$ cat src/exec_regs.svh
// Opcode encodings, field positions and reset values of the execute block
`ifndef EXEC_REGS_SVH
`define EXEC_REGS_SVH

// =====================================================================
// Arithmetic opcodes
`define OPC_ADD_IMM 8'h24
`define OPC_ADD_DIR 8'h25
`define OPC_ADD_IND 7'h13
`define OPC_ADD_REG 5'h05
`define OPC_ADD_WITH_CARRY_IMM 8'h34
`define OPC_ADD_WITH_CARRY_DIR 8'h35
`define OPC_ADD_WITH_CARRY_IND 7'h1b
`define OPC_ADD_WITH_CARRY_REG 5'h07

// =====================================================================
// Logical and compare opcodes
`define OPC_AND_A_IMM 8'h54
`define OPC_AND_A_DIR 8'h55
`define OPC_AND_A_IND 7'h2b
`define OPC_AND_A_REG 5'h0b
`define OPC_AND_D_ACC 8'h52
`define OPC_AND_D_IMM 8'h53
`define OPC_AND_C_BIT 8'h82
`define OPC_AND_C_NBIT 8'hb0
`define OPC_CMP_A_IMM 8'hb4
`define OPC_CMP_A_DIR 8'hb5
`define OPC_CMP_IND 7'h5b
`define OPC_CMP_REG 5'h17

// =====================================================================
// Page-address forms, low five opcode bits
`define OPC_CALL_LOW 5'h11
`define OPC_JUMP_LOW 5'h01

// =====================================================================
// Addresses and reset values
`define BIT_RAM_BASE 8'h20
`define SP_RESET 8'h07
`define PC_RESET 16'h0000

`endif

$ cat src/exec_pkg.sv
// Types shared by the execute block and its helpers
package exec_pkg;

  // ===================================================================
  // Sequencer states, one-hot
  typedef enum logic [7:0] {
    S_FETCH   = 8'h01,
    S_BYTE2   = 8'h02,
    S_BYTE3   = 8'h04,
    S_PTR     = 8'h08,
    S_OPND    = 8'h10,
    S_EXEC    = 8'h20,
    S_PUSH_LO = 8'h40,
    S_PUSH_HI = 8'h80
  } state_type;

  // ===================================================================
  // Operations and source kinds
  typedef enum logic [3:0] {
    OP_NONE, OP_CALL, OP_JUMP, OP_ADD, OP_ADD_WITH_CARRY, OP_AND_A,
    OP_AND_DA, OP_AND_DI, OP_AND_C, OP_AND_CN, OP_CMP
  } op_type;

  typedef enum logic [2:0] {
    SRC_NONE, SRC_REG, SRC_DIR, SRC_IND, SRC_IMM, SRC_BIT
  } src_type;

  typedef struct packed {
    op_type op;
    src_type src;
    logic [1:0] nbytes;
    logic [1:0] ncyc;
  } dec_type;

endpackage

$ cat src/exec_if.sv
// Carrier between the sequencer, the adder and the target unit
`timescale 1ns/10ps
interface exec_if;
  logic [7:0] add_a;
  logic [7:0] add_b;
  logic add_cin;
  logic [7:0] add_sum;
  logic add_cy;
  logic add_ac;
  logic add_ov;
  logic [15:0] pc_now;
  logic [2:0] page_hi;
  logic [7:0] page_lo;
  logic [7:0] rel;
  logic [15:0] page_tgt;
  logic [15:0] rel_tgt;

  modport core (
    output add_a, add_b, add_cin, pc_now, page_hi, page_lo, rel,
    input add_sum, add_cy, add_ac, add_ov, page_tgt, rel_tgt
  );
  modport adder (
    input add_a, add_b, add_cin,
    output add_sum, add_cy, add_ac, add_ov
  );
  modport target (
    input pc_now, page_hi, page_lo, rel,
    output page_tgt, rel_tgt
  );
endinterface

$ cat src/add_unit.sv
// Eight-bit adder with carry, half carry and overflow outputs
`timescale 1ns/10ps
module add_unit
  import exec_pkg::*;
(
  input wire logic clk,
  input wire logic sys_rst,
  exec_if.adder bus
);

  logic [4:0] low;
  logic [3:0] mid;
  logic [1:0] top;

  // ===================================================================
  // Split at bits 3 and 6 so each carry is visible
  always_comb
  begin
    low = {1'b0, bus.add_a[3:0]} + {1'b0, bus.add_b[3:0]}
        + {4'h0, bus.add_cin};
    mid = {1'b0, bus.add_a[6:4]} + {1'b0, bus.add_b[6:4]}
        + {3'h0, low[4]};
    top = {1'b0, bus.add_a[7]} + {1'b0, bus.add_b[7]} + {1'b0, mid[3]};
    bus.add_sum = {top[0], mid[2:0], low[3:0]};
    bus.add_cy = top[1]; // see [RQ8]
    bus.add_ac = low[4]; // see [RQ8]
    bus.add_ov = top[1] ^ mid[3]; // see [RQ9]
  end

  property p_sum_carry;
    @(posedge clk) disable iff (sys_rst)
    {bus.add_cy, bus.add_sum} == ({1'b0, bus.add_a} + {1'b0, bus.add_b}
      + {8'h00, bus.add_cin});
  endproperty
  a_sum_carry: assert property (p_sum_carry) // see [RQ8]
    else $error("adder sum or carry out of bit 7 wrong");

  property p_overflow;
    @(posedge clk) disable iff (sys_rst)
    bus.add_ov == ((bus.add_a[7] == bus.add_b[7])
      && (bus.add_sum[7] != bus.add_a[7]));
  endproperty
  a_overflow: assert property (p_overflow) // see [RQ9]
    else $error("overflow flag disagrees with signed result");

endmodule

$ cat src/branch_target.sv
// Page-relative and displacement-relative branch targets
`timescale 1ns/10ps
module branch_target
  import exec_pkg::*;
(
  input wire logic clk,
  input wire logic sys_rst,
  exec_if.target bus
);

  // ===================================================================
  // Page target keeps the top five bits, so it never leaves the 2 K page
  always_comb
  begin
    bus.page_tgt = {bus.pc_now[15:11], bus.page_hi, bus.page_lo};
    bus.rel_tgt = bus.pc_now + {{8{bus.rel[7]}}, bus.rel}; // see [RQ16]
  end

  property p_same_page;
    @(posedge clk) disable iff (sys_rst)
    bus.page_tgt[15:11] == bus.pc_now[15:11]
      && bus.page_tgt[10:8] == bus.page_hi;
  endproperty
  a_same_page: assert property (p_same_page) // see [RQ3]
    else $error("page target left the current page");

endmodule

$ cat src/cpu_call_jump_arith_exec.sv
// Fetch, decode and execute of page calls, adds, ANDs and compare-branch
// Overview of operation
// [RQ1] Call advances program counter by two; that value is the return.
// [RQ2] Call pushes return low then high byte, pre-incrementing stack.
// [RQ3] Target is upper five PC bits, opcode bits 7-5, second byte.
// [RQ4] Call is two bytes, two cycles, low pattern 10001, no flags.
// [RQ5] Jump loads the same page target and pushes nothing.
// [RQ6] Add puts accumulator plus source into accumulator.
// [RQ7] Add-with-carry sums accumulator, carry and source.
// [RQ8] Adds set carry from bit 7, auxiliary carry from bit 3.
// [RQ9] Adds set overflow when exactly one of carries 6 and 7 occurs.
// [RQ10] Adds take register, direct, indirect, immediate sources; one cycle.
// [RQ11] Byte AND stores result in destination, flags untouched.
// [RQ12] AND direct with immediate is three bytes, two cycles.
// [RQ13] Read-modify-write reads the port output latch, not pins.
// [RQ14] Bit AND clears carry on zero source bit, else keeps it.
// [RQ15] Complemented bit AND uses inverse bit, stored bit unchanged.
// [RQ16] Compare-branch advances by three, adds displacement if unequal.
// [RQ17] Compare-branch carry is unsigned first below second.
// [RQ18] Compare forms: A with direct or immediate, RAM with immediate.
// [RQ19] Direct and indirect add use 00100101 and 0010011i.
// [RQ20] Operand bytes follow the opcode; displacement comes last.
`timescale 1ns/10ps
`include "exec_regs.svh"
module cpu_call_jump_arith_exec
  import exec_pkg::*;
(
  input wire logic clk,
  input wire logic sys_rst,
  input wire logic [1:0] reg_bank,
  output logic [15:0] code_addr,
  input wire logic [7:0] code_data,
  output logic [7:0] data_addr,
  input wire logic [7:0] data_rd_data,
  output logic data_rd_latch,
  output logic data_wr_en,
  output logic [7:0] data_wr_data,
  output logic [15:0] pc,
  output logic [7:0] sp,
  output logic [7:0] acc,
  output logic carry_flag,
  output logic auxiliary_carry_flag,
  output logic overflow_flag,
  output logic instr_done,
  output logic [1:0] instr_cycles,
  output logic illegal_opcode
);

  state_type state, next_state;
  logic [15:0] next_pc;
  logic [7:0] next_sp, next_acc, opc, next_opc, byte2, next_byte2;
  logic [7:0] byte3, next_byte3, ptr, next_ptr, opnd, next_opnd;
  logic next_cy, next_ac, next_ov, next_done, next_illegal;
  logic [1:0] next_cycles;
  dec_type dec, dec_new;
  logic [7:0] src_val, first, second, bit_byte, opnd_addr;
  logic bit_val;
  state_type after_bytes;
  exec_if link ();

  // ===================================================================
  // Decoder; direct and indirect add patterns precede the register form
  function automatic dec_type decode(input logic [7:0] o);
    dec_type d;
    d = '{OP_NONE, SRC_NONE, 2'd1, 2'd1};
    casez (o)
      {3'b???, `OPC_CALL_LOW}: d = '{OP_CALL, SRC_NONE, 2'd2, 2'd2};
      {3'b???, `OPC_JUMP_LOW}: d = '{OP_JUMP, SRC_NONE, 2'd2, 2'd2};
      `OPC_ADD_IMM: d = '{OP_ADD, SRC_IMM, 2'd2, 2'd1};
      `OPC_ADD_DIR: d = '{OP_ADD, SRC_DIR, 2'd2, 2'd1}; // see [RQ19]
      {`OPC_ADD_IND, 1'b?}: d = '{OP_ADD, SRC_IND, 2'd1, 2'd1}; // see [RQ19]
      {`OPC_ADD_REG, 3'b???}: d = '{OP_ADD, SRC_REG, 2'd1, 2'd1};
      `OPC_ADD_WITH_CARRY_IMM: d = '{OP_ADD_WITH_CARRY, SRC_IMM, 2'd2, 2'd1};
      `OPC_ADD_WITH_CARRY_DIR: d = '{OP_ADD_WITH_CARRY, SRC_DIR, 2'd2, 2'd1};
      {`OPC_ADD_WITH_CARRY_IND, 1'b?}: d = '{OP_ADD_WITH_CARRY, SRC_IND, 2'd1, 2'd1};
      {`OPC_ADD_WITH_CARRY_REG, 3'b???}: d = '{OP_ADD_WITH_CARRY, SRC_REG, 2'd1, 2'd1};
      `OPC_AND_A_IMM: d = '{OP_AND_A, SRC_IMM, 2'd2, 2'd1};
      `OPC_AND_A_DIR: d = '{OP_AND_A, SRC_DIR, 2'd2, 2'd1};
      {`OPC_AND_A_IND, 1'b?}: d = '{OP_AND_A, SRC_IND, 2'd1, 2'd1};
      {`OPC_AND_A_REG, 3'b???}: d = '{OP_AND_A, SRC_REG, 2'd1, 2'd1};
      `OPC_AND_D_ACC: d = '{OP_AND_DA, SRC_DIR, 2'd2, 2'd1};
      `OPC_AND_D_IMM: d = '{OP_AND_DI, SRC_DIR, 2'd3, 2'd2}; // see [RQ12]
      `OPC_AND_C_BIT: d = '{OP_AND_C, SRC_BIT, 2'd2, 2'd2};
      `OPC_AND_C_NBIT: d = '{OP_AND_CN, SRC_BIT, 2'd2, 2'd2};
      `OPC_CMP_A_IMM: d = '{OP_CMP, SRC_IMM, 2'd3, 2'd2}; // see [RQ18]
      `OPC_CMP_A_DIR: d = '{OP_CMP, SRC_DIR, 2'd3, 2'd2};
      {`OPC_CMP_IND, 1'b?}: d = '{OP_CMP, SRC_IND, 2'd3, 2'd2};
      {`OPC_CMP_REG, 3'b???}: d = '{OP_CMP, SRC_REG, 2'd3, 2'd2};
      default: d = '{OP_NONE, SRC_NONE, 2'd1, 2'd1};
    endcase
    return d;
  endfunction

  add_unit u_add (
    .clk(clk),
    .sys_rst(sys_rst),
    .bus(link.adder)
  );

  branch_target u_tgt (
    .clk(clk),
    .sys_rst(sys_rst),
    .bus(link.target)
  );

  // ===================================================================
  // Operand selection for the adder, the compare and the bit forms
  always_comb
  begin
    dec = decode(opc);
    dec_new = decode(code_data);
    // Bit addresses below 80h live in the bit-addressable RAM bytes
    bit_byte = byte2[7] ? {byte2[7:3], 3'b000}
                        : (`BIT_RAM_BASE + {4'h0, byte2[6:3]});
    bit_val = opnd[byte2[2:0]];
    src_val = (dec.src == SRC_IMM) ? byte2 : opnd;
    // Working-register forms compare RAM against the immediate
    first = (dec.src == SRC_IND || dec.src == SRC_REG) ? opnd : acc;
    second = (dec.src == SRC_DIR) ? opnd : byte2; // see [RQ18]
    case (dec.src)
      SRC_REG: opnd_addr = {3'b000, reg_bank, opc[2:0]};
      SRC_IND: opnd_addr = ptr;
      SRC_BIT: opnd_addr = bit_byte;
      default: opnd_addr = byte2;
    endcase
    case (dec.src)
      SRC_IND: after_bytes = S_PTR;
      SRC_REG, SRC_DIR, SRC_BIT: after_bytes = S_OPND;
      default: after_bytes = S_EXEC;
    endcase
    link.add_a = acc;
    link.add_b = src_val;
    link.add_cin = (dec.op == OP_ADD_WITH_CARRY) ? carry_flag : 1'b0; // see [RQ7]
    link.pc_now = pc;
    link.page_hi = opc[7:5]; // see [RQ3]
    link.page_lo = byte2;
    link.rel = byte3; // see [RQ20]
  end

  // ===================================================================
  // Memory strobes; addresses are combinational so reads land this cycle
  always_comb
  begin
    code_addr = pc;
    data_addr = 8'h00;
    data_rd_latch = 1'b0;
    data_wr_en = 1'b0;
    data_wr_data = 8'h00;
    case (state)
      S_PTR: data_addr = {3'b000, reg_bank, 2'b00, opc[0]};
      S_OPND:
      begin
        data_addr = opnd_addr;
        // Port reads for read-modify-write take the output latch
        data_rd_latch = (dec.op == OP_AND_DA)
                     || (dec.op == OP_AND_DI); // see [RQ13]
      end
      S_EXEC:
      begin
        data_addr = byte2;
        data_wr_en = (dec.op == OP_AND_DA) || (dec.op == OP_AND_DI);
        data_wr_data = opnd & ((dec.op == OP_AND_DI) ? byte3 : acc);
      end
      S_PUSH_LO:
      begin
        data_addr = sp + 8'h01; // see [RQ2]
        data_wr_en = 1'b1;
        data_wr_data = pc[7:0];
      end
      S_PUSH_HI:
      begin
        data_addr = sp + 8'h01; // see [RQ2]
        data_wr_en = 1'b1;
        data_wr_data = pc[15:8];
      end
      default: data_addr = 8'h00;
    endcase
  end

  // ===================================================================
  // Sequencer next state and architectural next values
  always_comb
  begin
    next_state = state;
    next_pc = pc;
    next_sp = sp;
    next_acc = acc;
    next_cy = carry_flag;
    next_ac = auxiliary_carry_flag;
    next_ov = overflow_flag;
    next_opc = opc;
    next_byte2 = byte2;
    next_byte3 = byte3;
    next_ptr = ptr;
    next_opnd = opnd;
    next_done = 1'b0;
    next_illegal = 1'b0;
    next_cycles = instr_cycles;
    case (state)
      S_FETCH:
      begin
        next_opc = code_data;
        next_pc = pc + 16'h0001;
        if (dec_new.nbytes != 2'd1)
          next_state = S_BYTE2;
        else if (dec_new.src == SRC_IND)
          next_state = S_PTR;
        else if (dec_new.src == SRC_REG)
          next_state = S_OPND;
        else
          next_state = S_EXEC;
      end
      S_BYTE2:
      begin
        // Each fetched byte advances the counter: call ends at PC+2
        next_byte2 = code_data; // see [RQ20]
        next_pc = pc + 16'h0001; // see [RQ1]
        next_state = (dec.nbytes == 2'd3) ? S_BYTE3 : after_bytes;
      end
      S_BYTE3:
      begin
        next_byte3 = code_data; // see [RQ20]
        next_pc = pc + 16'h0001; // see [RQ16]
        next_state = after_bytes;
      end
      S_PTR:
      begin
        next_ptr = data_rd_data;
        next_state = S_OPND;
      end
      S_OPND:
      begin
        next_opnd = data_rd_data;
        next_state = S_EXEC;
      end
      S_EXEC:
      begin
        next_state = S_FETCH;
        next_done = 1'b1;
        next_cycles = dec.ncyc; // see [RQ10]
        case (dec.op)
          OP_CALL:
          begin
            next_state = S_PUSH_LO; // see [RQ4]
            next_done = 1'b0;
          end
          OP_JUMP: next_pc = link.page_tgt; // see [RQ5]
          OP_ADD, OP_ADD_WITH_CARRY:
          begin
            next_acc = link.add_sum; // see [RQ6]
            next_cy = link.add_cy; // see [RQ8]
            next_ac = link.add_ac;
            next_ov = link.add_ov; // see [RQ9]
          end
          OP_AND_A: next_acc = acc & src_val; // see [RQ11]
          OP_AND_C: next_cy = carry_flag & bit_val; // see [RQ14]
          OP_AND_CN: next_cy = carry_flag & ~bit_val; // see [RQ15]
          OP_CMP:
          begin
            next_cy = first < second; // see [RQ17]
            if (first != second)
              next_pc = link.rel_tgt; // see [RQ16]
          end
          OP_NONE: next_illegal = 1'b1;
          default: next_done = 1'b1;
        endcase
      end
      S_PUSH_LO:
      begin
        next_sp = sp + 8'h01;
        next_state = S_PUSH_HI;
      end
      S_PUSH_HI:
      begin
        next_sp = sp + 8'h01;
        next_pc = link.page_tgt; // see [RQ3]
        next_state = S_FETCH;
        next_done = 1'b1;
        next_cycles = dec.ncyc;
      end
      default: next_state = S_FETCH;
    endcase
  end

  // ===================================================================
  // State registers
  always_ff @(posedge clk)
  begin
    if (sys_rst)
    begin
      state <= S_FETCH;
      pc <= `PC_RESET;
      sp <= `SP_RESET;
      acc <= 8'h00;
      carry_flag <= 1'b0;
      auxiliary_carry_flag <= 1'b0;
      overflow_flag <= 1'b0;
      opc <= 8'h00;
      byte2 <= 8'h00;
      byte3 <= 8'h00;
      ptr <= 8'h00;
      opnd <= 8'h00;
      instr_done <= 1'b0;
      instr_cycles <= 2'd0;
      illegal_opcode <= 1'b0;
    end
    else
    begin
      state <= next_state;
      pc <= next_pc;
      sp <= next_sp;
      acc <= next_acc;
      carry_flag <= next_cy;
      auxiliary_carry_flag <= next_ac;
      overflow_flag <= next_ov;
      opc <= next_opc;
      byte2 <= next_byte2;
      byte3 <= next_byte3;
      ptr <= next_ptr;
      opnd <= next_opnd;
      instr_done <= next_done;
      instr_cycles <= next_cycles;
      illegal_opcode <= next_illegal;
    end
  end

  // ===================================================================
  // Checks
  property p_push_lo;
    @(posedge clk) disable iff (sys_rst)
    state == S_PUSH_LO |-> data_wr_en && data_wr_data == pc[7:0]
      ##1 data_wr_en && data_wr_data == $past(pc[15:8]);
  endproperty
  a_push_lo: assert property (p_push_lo) // see [RQ2]
    else $error("return address not pushed low byte first");

  property p_call_sp;
    @(posedge clk) disable iff (sys_rst)
    state == S_PUSH_LO |=> ##1 sp == $past(sp, 2) + 8'h02;
  endproperty
  a_call_sp: assert property (p_call_sp) // see [RQ2]
    else $error("stack pointer did not grow by two on call");

  property p_call_tgt;
    @(posedge clk) disable iff (sys_rst)
    state == S_PUSH_HI |=> pc == {$past(pc[15:11]), $past(opc[7:5]),
      $past(byte2)} && carry_flag == $past(carry_flag);
  endproperty
  a_call_tgt: assert property (p_call_tgt) // see [RQ3]
    else $error("call target or flags wrong");

  property p_jump_nopush;
    @(posedge clk) disable iff (sys_rst)
    state == S_EXEC && dec.op == OP_JUMP |-> !data_wr_en
      ##1 state == S_FETCH && sp == $past(sp);
  endproperty
  a_jump_nopush: assert property (p_jump_nopush) // see [RQ5]
    else $error("jump touched the stack");

  property p_and_flags;
    @(posedge clk) disable iff (sys_rst)
    state == S_EXEC && (dec.op == OP_AND_A || dec.op == OP_AND_DI)
      |=> carry_flag == $past(carry_flag) && overflow_flag
      == $past(overflow_flag);
  endproperty
  a_and_flags: assert property (p_and_flags) // see [RQ11]
    else $error("byte AND changed a flag");

  property p_rmw_latch;
    @(posedge clk) disable iff (sys_rst)
    state == S_EXEC && data_wr_en && dec.op != OP_CALL
      |-> $past(data_rd_latch) && $past(state) == S_OPND;
  endproperty
  a_rmw_latch: assert property (p_rmw_latch) // see [RQ13]
    else $error("read-modify-write did not read the latch");

  property p_bit_and;
    @(posedge clk) disable iff (sys_rst)
    state == S_EXEC && dec.op == OP_AND_C && !bit_val |=> !carry_flag;
  endproperty
  a_bit_and: assert property (p_bit_and) // see [RQ14]
    else $error("bit AND kept carry on zero source");

  property p_cmp_carry;
    @(posedge clk) disable iff (sys_rst)
    state == S_EXEC && dec.op == OP_CMP
      |=> carry_flag == ($past(first) < $past(second))
      && acc == $past(acc);
  endproperty
  a_cmp_carry: assert property (p_cmp_carry) // see [RQ17]
    else $error("compare carry wrong or operand changed");

  property p_cmp_equal;
    @(posedge clk) disable iff (sys_rst)
    state == S_EXEC && dec.op == OP_CMP && first == second
      |=> pc == $past(pc);
  endproperty
  a_cmp_equal: assert property (p_cmp_equal) // see [RQ16]
    else $error("compare branched on equal operands");

endmodule

$ cat config.mk
export PLATFORM = sky130hd
export DESIGN_NAME = cpu_call_jump_arith_exec
export DESIGN_NICKNAME = d
export VERILOG_FILES = /design/src/exec_pkg.sv /design/src/exec_if.sv /design/src/add_unit.sv /design/src/branch_target.sv /design/src/cpu_call_jump_arith_exec.sv
export VERILOG_INCLUDE_DIRS = /design/src /design/src/src
export SDC_FILE = /design/constraint.sdc
export NUM_CORES = 1
export LEC_CHECK = 0
export BUFFER_PORTS_ARGS = -buffer_cell sky130_fd_sc_hd__buf_2
export CORE_MARGIN = 2
export CORE_UTILIZATION = 60
export CTS_BUF_LIST = sky130_fd_sc_hd__clkbuf_4 sky130_fd_sc_hd__clkbuf_8
export DETAILED_ROUTE_END_ITERATION = 12
export PLACE_DENSITY = 0.93
export SKIP_LAST_GASP = 1
export SLEW_MARGIN = 10
export SYNTH_ARGS = -nofsm -noshare
export SYNTH_HDL_FRONTEND = slang
export SYNTH_SLANG_ARGS = --single-unit
$ cat constraint.sdc
create_clock -name clk -period 5 [get_ports clk]
set_input_delay 0.25 -clock clk [delete_from_list [all_inputs] [get_ports clk]]
set_output_delay 0.25 -clock clk [all_outputs]
set_load 0.02 [all_outputs]
==> results.md, run 1 <==
- Status: completed
- Final hold violation count: 0
- Worst-path clk slew: 0.11 ns
- VDD IR max: 303 µV
- Hold Crit Class: in -> reg
- Synth Area per Inst: 7.83 µm²
- Total Wirelength: 20,100 µm
- Leakage power: 3.14 nW
- Layout cells sized above 1: 16.5%
- IO Pins: 93
- Post-synthesis cell type count: 72
- Final Slew Violations: 0
- Commonest register cell after synthesis: dfxtp_1
- Synth top area share: 26.3%
- Crit share post-route: 90.5%
- RePlAce Congestion: 0.964
- Flop2flop setup slack: 0.47 ns
- Drt wl/cell: 19.5 µm
- Placed instance count: 1,017
- Clock power frac: 21.8%
- Synthesized Nets: 905
- Switching share of power: 44.1%
- Initial Util: 61.4%
- RSZ-0062 raised after global routing: false
- Setup tns final: 0 ns
- #FFs+latches synth: 87
- Worst Path Max Fanout: 9
- Comb power frac: 37.5%
- Clock Path Buffers: 2
- Die Width: 109 µm
- GRT Total Usage: 34.3%
- Synth cell count leaders: nor2_1, nand2_1, dfxtp_1, a21oi_1, o21ai_0
- Die Ht: 109 µm
- Cell area after synthesis: 0.00663 mm²
- DP Worst Slack: 0.541 ns
- Post-route minimum period: 4.53 ns
- Vias per inst: 6.61
- Antenna Cells: 0
- Arr. time, crit path: 4.75 ns
- Kind of critical path: reg -> reg
- Sequential share of the synthesized area: 26.3%
- YS warnings: 0
- Dominant cells by area after synthesis: dfxtp_1, mux2i_1, ha_1, nor2_1, nand2_1
- Worst Tran Pin Value: 1.18 ns
- First-pass GRT wire length: 31,500 µm
- Psw: 981 µW
- Worst rel slew slack: 21.1%
- Multi-input gate area: 0.00446 mm²
- Internal power: 1.24 mW
- Worst endpoint required time: 5.22 ns
- Vias: 6,831
- TritonCTS clock tree: done
- H-tree depth: 3
- Fin nets: 946
- Post-CTS setup repair buffer count: 0
- Count leader, synth: nor2_1
- Post-synth EDFFs: 0
- CORE AREA: 0.0108 mm²
- Post-synth ARST share: 0%
- CTS Hold Buffers Added: 0
- Crit end category: register
- Pre-Repair DR Iteration Count: 9
- Total CTS buffers: 9
- Detailed-route DRC error count: 0
- Row cnt: 38
- Post-Synthesis Cells: 847
- Sequential share of power: 40.7%
- Vias in the first global route: 6,223
- Fillers: 905
- Skew-Pair Late Insertion Delay: 0.39 ns
- Die area: 0.0119 mm²
- Remaining Overflow, GRT: 0
- Initial antenna violation count: 0
- Max-Cap Viols: 0
- Area Growth Syn to Fin: 7.64%
- Startpoint types: register
- Port bufs: 92
- Achievable frequency: 0.221 GHz
- Register area: 0.00174 mm²
- Setup ws final: 0.473 ns
- Detailed Place HPWL: 14,900 µm
- Total clock sinks: 87
- ANT nets after route: 0
- Synth area leader: dfxtp_1
- P per Cell Area: 312 mW/mm²
- Root buf cell: clkbuf_8
- Endpoints failing setup: 0
- Final Skew: 0.0182 ns
- Non-filler cells, final: 1,033
- # resized after CTS: 0
- First-iteration detailed-routing DRC count: 780
- Fin Hold WS: 0.113 ns
- Largest net degree at the start of global routing: 53
==> cell families (layout without fill, tap and decap cells) <==
kind of cell,after synthesis,after routing,synth area share [%]
buf+inv,87,133,6.57
fa+ha+maj,38,38,7.85
xor+xnor,35,35,4.62
compound gates,227,227,22.6
simple gates,314,314,22.5
flops,87,87,26.3
mux,59,59,9.57
==> power by group through the flow <==
stage / logic, mW / clock network [mW] / registers, mW
finish: 0.834 / 0.485 / 0.906
global route: 0.912 / 0.516 / 0.917
CTS: 0.815 / 0.485 / 0.898
detailed placement: 0.807 / 0 / 0.914
global placement: 0.801 / 0 / 0.909
floorplan: 0.659 / 0 / 0.896
==> flip-flops by register name, summed over array words and instances (netlist names) <==
| signal | cells |
|---|---|
| code_addr | 16 |
| acc | 8 |
| byte2 | 8 |
| byte3 | 8 |
| opc | 8 |
| opnd | 8 |
| ptr | 8 |
| sp | 8 |
| state | 8 |
| instr_cycles | 2 |
| auxiliary_carry_flag | 1 |
| carry_flag | 1 |
| illegal_opcode | 1 |
| instr_done | 1 |
| overflow_flag | 1 |
==> path summary, 6_finish.rpt <==
check / startpoint / to / cells after the start
setup / recovery: opc[5]$_SDFFE_PP0P_ / carry_flag$_SDFFE_PP0P_ / 18
hold / removal: data_rd_data[0] / ptr[0]$_SDFFE_PP0N_ / 3
setup reg to reg: opc[5]$_SDFFE_PP0P_ / carry_flag$_SDFFE_PP0P_ / 18
hold reg to reg: ptr[7]$_SDFFE_PP0N_ / ptr[7]$_SDFFE_PP0N_ / 2
==> cells in the final DEF (no fill, tap or decap), drive strengths merged, types with 25 or more instances in the layout <==
cell / netlist / layout
a21oi: 63 / 63
buf: 31 / 97
dfxtp: 87 / 87
ha: 32 / 32
mux2i: 42 / 42
nand2: 95 / 95
nand3: 25 / 25
nor2: 104 / 104
o21ai: 52 / 52
==> critical path, stage by stage, from the launching register on <==
cell      delay (ns)
dfxtp_1         0.50
nor2b_1         0.34
o21ai_0         0.17
a21oi_2         0.46
mux2_2          0.41
inv_1           0.08
fa_1            0.21
fa_1            0.21
nor2b_1         0.05
o21ai_0         0.15
nand2b_1        0.11
fa_1            0.42
a21o_1          0.17
a21o_1          0.21
fa_1            0.44
nor2_1          0.11
o21ai_0         0.08
a31oi_1         0.16
a221oi_1        0.09
==> layout make-up <==
type                            count  share of cell area (%)
Tap cell                          140                    2.45
Clock buffer                        9                    1.74
Clock inverter                      7                   0.894
Inverter                           20                    1.05
Sequential cell                    87                    24.4
Multi-Input combinational cell    673                    62.5
Timing Repair Buffer               97                    6.98
==> per-stage QoR <==
step                power, mW  area (µm²)  util (%)
global placement         1.71        6940      64.3
floorplan                1.56        6630         -
global route             2.35        7140      66.1
finish                   2.22        7140      66.1
detailed placement       1.72        6940      64.3
CTS                      2.20        7130      66.1
==> per-layer routing <==
metal | wire, µm | GRT usage [%]
met5 | 0 | 0
met1 | 8070 | 43.6
met2 | 9170 | 55.3
met3 | 2090 | 7.41
met4 | 818 | 15.8
Power figures use the tool's default switching activity.
==> inputs of run 2 (changes only) <==
Settings changed: BUFFER_PORTS_ARGS -buffer_cell sky130_fd_sc_hd__buf_2 to default, DONT_BUFFER_PORTS from default to 1, PLACE_DENSITY 0.93 to 0.86.
==> run 2 against run 1 <==
Effect of this change:
- the flow now finishes with violations (negative hold slack)
- non-clock buffer count down 87
- final cell count down 8.4%
- power down 0.78%
- worst setup slack better by 0.22 ns
- critical path type unchanged
- first-iteration DRC count down 22%
- combinational power down 21%
- count of clock-buffer cells in the layout up 5
- largest cell class unchanged
- die area unchanged
- largest power group unchanged
==> results.md, run 2 (synthesized netlist as in run 1, its figures left out) <==
- Final Cell Area: 0.00678 mm²
- TritonCTS clock tree: done
- Crit share post-route: 86.1%
- RSZ-0062 raised after global routing: false
- Hold path depth: 2
- Root buf cell: clkbuf_8
- Fin nets: 859
- Most frequent cells in the layout: nor2_1, nand2_1, dfxtp_1, a21oi_1, o21ai_0
- Max-Cap Viols: 0
- Total clock sinks: 87
- Achievable frequency: 0.232 GHz
- Worst Path Max Fanout: 7
- Worst endpoint required time: 5.26 ns
- VDD IR max: 283 µV
- Port bufs: 0
- Layout cells sized above 1: 6.95%
- Setup ws final: 0.696 ns
- # resized after CTS: 0
- Most common cell after layout, fill and taps aside: nor2_1
- Post-route minimum period: 4.30 ns
- Final hold violation count: 1
- Startpoint types: register
- First-pass GRT wire length: 30,300 µm
- Comb power frac: 30.0%
- Flop2flop setup slack: 0.70 ns
- Vias per inst: 6.70
- Status: finished with violations
- Vias: 6,335
- Area Growth Syn to Fin: 2.17%
- Remaining Overflow, GRT: 0
- Die area: 0.0119 mm²
- DP Worst Slack: 0.752 ns
- Worst reg-to-reg path cell count: 18
- Endpoints failing setup: 0
- Clock Path Buffers: 2
- Vias in the first global route: 5,866
- Crit end category: register
- Kind of critical path: reg -> reg
- Worst-path clk slew: 0.09 ns
- Detailed-route DRC error count: 0
- Leakage power: 2.72 nW
- CORE AREA: 0.0108 mm²
- Hold Crit Class: in -> reg
- RePlAce Congestion: 1.00
- Switching share of power: 41.6%
- Worst rel slew slack: 27.3%
- Violated checks: negative hold slack
- Detailed Place HPWL: 14,100 µm
- IO Pins: 93
- Total Wirelength: 19,400 µm
- Die Ht: 109 µm
- Antenna Cells: 0
- Pre-Repair DR Iteration Count: 9
- First-iteration detailed-routing DRC count: 610
- Sequential share of power: 45.3%
- Largest net degree at the start of global routing: 82
- Total CTS buffers: 9
- Final Slew Violations: 0
- Skew-Pair Late Insertion Delay: 0.38 ns
- H-tree depth: 3
- Row cnt: 38
- Final Skew: 0.00892 ns
- Worst Tran Pin Value: 1.09 ns
- P per Cell Area: 326 mW/mm²
- Fillers: 945
- Initial Util: 61.4%
- Fin Hold WS: -0.000846 ns
- Psw: 918 µW
- Max reg flops: 16
- Internal power: 1.29 mW
- Die Width: 109 µm
- GRT Total Usage: 32.8%
- ANT nets after route: 0
- Drt wl/cell: 20.5 µm
- Post-DP Area: 0.00648 mm²
- Setup tns final: 0 ns
- Arr. time, crit path: 4.56 ns
- Initial antenna violation count: 0
- Clock power frac: 24.7%
[run 2: cell types whose count changed in the layout (fill, tap and decap cells not counted), moves of 2 or more]
| cell | change |
|---|---|
| inv_8 | -2 |
| inv_6 | -2 |
| clkbuf_4 | +2 |
| dlygate4sd3_1 | +4 |
| clkbuf_8 | +3 |
| buf_2 | -92 |
[run 2: worst max-delay path, stage by stage, from the launching register on]
cell and delay [ns]:
dfxtp_1 0.44, nor3b_1 0.41, o21ai_0 0.17, a21oi_2 0.31, mux2_2 0.39, inv_1 0.08
fa_1 0.20, fa_1 0.22, nor2b_1 0.06, o21ai_0 0.14, nand2b_1 0.11, fa_1 0.43
a21o_1 0.17, a21o_1 0.20, fa_1 0.43, nor2_1 0.11, o21ai_0 0.08, a31oi_1 0.15
a221oi_1 0.09
[run 2: power by group through the flow]
| stage | Sequential, mW | Combinational, mW | Clock (mW) |
|---|---|---|---|
| after global placement | 1.01 | 0.616 | 0 |
| after detailed placement | 1.01 | 0.625 | 0 |
| after global routing | 1.02 | 0.719 | 0.570 |
| after floorplan | 0.896 | 0.659 | 0 |
| after CTS | 0.995 | 0.646 | 0.546 |
| final | 1.00 | 0.662 | 0.545 |
[run 2: area by class of cell]
cell class / instances / area (µm²) / area share, %
sequential: 87 / 1740 / 25.7
inverter: 20 / 75.1 / 1.11
timing repair buffer: 10 / 105 / 1.55
clock buffer: 14 / 180 / 2.66
tap: 140 / 175 / 2.59
clock inverter: 2 / 37.5 / 0.554
multi-input combinational: 673 / 4460 / 65.8
[run 2: layer usage]
metal,part of all wire [%],routed length [µm],GRT usage (%)
met1,40,7870,41.9
met2,47,9070,52.9
met3,9.9,1920,7.47
met4,3.0,579,14.2
met5,0,0,0
[run 2: timing repair]
action / 4_1_cts / 5_1_grt
hold buffers: 5 / 0
hold endpoints to repair: 81 / 0
buffers inserted: 0 / 0
[run 2: final timing paths]
| check | start | end |
|---|---|---|
| worst max-delay path | opc[6]$_SDFFE_PP0P_ | carry_flag$_SDFFE_PP0P_ |
| worst min register to register | ptr[7]$_SDFFE_PP0N_ | ptr[7]$_SDFFE_PP0N_ |
| worst max register to register | opc[6]$_SDFFE_PP0P_ | carry_flag$_SDFFE_PP0P_ |
| worst min-delay path | data_rd_data[7] | ptr[7]$_SDFFE_PP0N_ |
[run 2: through the flow]
stage	power (mW)	cells	util, %
2_1_floorplan	1.56	847	-
3_3_place_gp	1.62	925	60.1
3_5_place_dp	1.64	925	60.1
4_1_cts	2.19	946	62.7
5_1_grt	2.31	946	62.8
6_report	2.21	946	62.8
==> inputs of run 3 (changes only) <==
Clock period 5 ns to 5.4 ns, I/O delays scaled along.
==> run 3 against run 2 <==
Effect of this change:
- critical endpoint unchanged
- sequential power down 8%
- power down 11%
- the flow now finishes without violations
- worst hold slack better by 0.011 ns
==> results.md, run 3 (synthesized netlist as in run 1, its figures left out) <==
- Vias in the first global route: 5,734
- Worst Tran Pin Value: 1.15 ns
- Placed instance count: 924
- RSZ-0062 raised after global routing: false
- ANT nets after route: 0
- Row cnt: 38
- Port bufs: 0
- GRT Total Usage: 33.5%
- Max reg flops: 16
- Top cell family by delay on the critical path: compound AO/OA/AOI/OAI gates
- Drt wl/cell: 20.9 µm
- CP Cell Sequence: nor2b_1 > o21ai_0 > a21oi_2 > mux2_2 > inv_1 > fa_1 > fa_1 > nor2b_1 > o21ai_0 > nand2b_1 > fa_1 > a21o_1 > a21o_1 > fa_1 > nor2_1 > o21ai_0 > a31oi_1 > a221oi_1
- Antenna Cells: 0
- Non-filler cells, final: 940
- Total Wirelength: 19,700 µm
- Final hold violation count: 0
- Skew-Pair Late Insertion Delay: 0.39 ns
- Initial antenna violation count: 0
- Hold Crit Class: in -> reg
- TritonCTS clock tree: done
- Achievable frequency: 0.219 GHz
- Total CTS buffers: 9
- Final Slew Violations: 0
- Worst-path clk slew: 0.09 ns
- Endpoints failing setup: 0
- Initial Util: 61.4%
- Die area: 0.0119 mm²
- Max-Cap Viols: 0
- Met2 WL: 9010 µm
- Die Ht: 109 µm
- Layout cells sized above 1: 6.63%
- Wl on met1: 7990 µm
- IO Pins: 93
- Kind of critical path: reg -> reg
- Startpoint types: register
- First-iteration detailed-routing DRC count: 607
- H-tree depth: 3
- Detailed Place HPWL: 14,300 µm
- Most common cell after layout, fill and taps aside: nor2_1
- Vias: 6,288
- Setup tns final: 0 ns
- RePlAce Congestion: 0.979
- Clock Path Buffers: 2
- Max layer used: met4
- Post-CTS setup repair buffer count: 0
- VDD IR max: 183 µV
- Worst rel slew slack: 23.3%
- Arr. time, crit path: 4.83 ns
- CP max stage delay: 0.49 ns
- CTS Hold Buffers Added: 2
- Crit share post-route: 84.5%
- Final Skew: 0.0118 ns
- CP Buf/Inv Count: 1
- Area Growth Syn to Fin: 0.906%
- Remaining Overflow, GRT: 0
- Crit end category: register
- Pre-Repair DR Iteration Count: 6
- Total clock sinks: 87
- Largest net degree at the start of global routing: 80
- Worst endpoint required time: 5.67 ns
- P per Cell Area: 295 mW/mm²
- First-pass GRT wire length: 30,400 µm
- Leakage power: 2.69 nW
- Slowest cell on the critical path: dfxtp_1
- CP dominant cell by count: fa_1
- Worst Path Max Fanout: 9
- Detailed-route DRC error count: 0
- Post-route minimum period: 4.56 ns
- Die Width: 109 µm
- Root buf cell: clkbuf_8
- Vias per inst: 6.69
- Fin nets: 855
- Status: completed
- CORE AREA: 0.0108 mm²
- Most frequent cells in the layout: nor2_1, nand2_1, dfxtp_1, a21oi_1, o21ai_0
- Met3 routed WL: 2020 µm
- # resized after CTS: 0
-- run 3: cell count changes in the layout (fill, tap and decap cells not counted) --
cell | previous run | this run
bufinv_16 | 1 | 0
clkbuf_8 | 12 | 11
clkinv_2 | 0 | 1
dlygate4sd3_1 | 4 | 1
buf_4 | 5 | 4
clkinvlp_4 | 1 | 0
-- run 3: final timing paths --
kind | start | endpoint | slack (ns) | cells past startpoint
worst max-delay path | opc[5]$_SDFFE_PP0P_ | carry_flag$_SDFFE_PP0P_ | 0.84 | 18
worst min-delay path | data_rd_data[6] | ptr[6]$_SDFFE_PP0N_ | 0.01 | 2
worst min register to register | ptr[7]$_SDFFE_PP0N_ | ptr[7]$_SDFFE_PP0N_ | 0.47 | 2
worst max register to register | opc[5]$_SDFFE_PP0P_ | carry_flag$_SDFFE_PP0P_ | 0.84 | 18
-- run 3: area by class of cell --
cell class	instances	area, µm²
clock buffers	13	166
clock inverters	1	5.00
fillers	958	4100
inverters	20	75.1
multi-input cells	673	4460
flip-flops and latches	87	1740
well taps	140	175
repair buffers	6	67.6
-- run 3: power by group --
group / internal [mW] / switching, mW
Clock: 0.197 / 0.239
Combinational: 0.231 / 0.379
Sequential: 0.701 / 0.223
-- run 3: per-stage QoR --
| step | hold WS [ns] | power (mW) | setup slack (ns) | utilization, % | cell area, µm² |
|---|---|---|---|---|---|
| 6_report | 0.0100 | 1.97 | 0.840 | 62.0 | 6690 |
| 5_1_grt | 0.0207 | 2.07 | 0.483 | 62.0 | 6690 |
| 4_1_cts | 0.00931 | 1.95 | 0.910 | 61.9 | 6690 |
| 3_5_place_dp | 0.356 | 1.51 | 0.926 | 60.0 | 6480 |
| 3_3_place_gp | 0.354 | 1.51 | 1.03 | 60.0 | 6480 |
| 2_1_floorplan | 0.406 | 1.44 | 1.38 | - | 6630 |
-- run 3: worst register-to-register path: stages, from the launching register on --
cell and delay (ns):
dfxtp_1 0.49, nor2b_1 0.34, o21ai_0 0.17, a21oi_2 0.49, mux2_2 0.42, inv_1 0.09
fa_1 0.23, fa_1 0.22, nor2b_1 0.05, o21ai_0 0.14, nand2b_1 0.11, fa_1 0.42
a21o_1 0.17, a21o_1 0.21, fa_1 0.44, nor2_1 0.11, o21ai_0 0.08, a31oi_1 0.16
a221oi_1 0.09
-- run 3: per-layer routing --
layer,GRT usage [%],up-vias
li1,-,2965
met1,42.6,2938
met2,53.5,335
met3,8.25,50
met4,15.2,0
met5,0,-
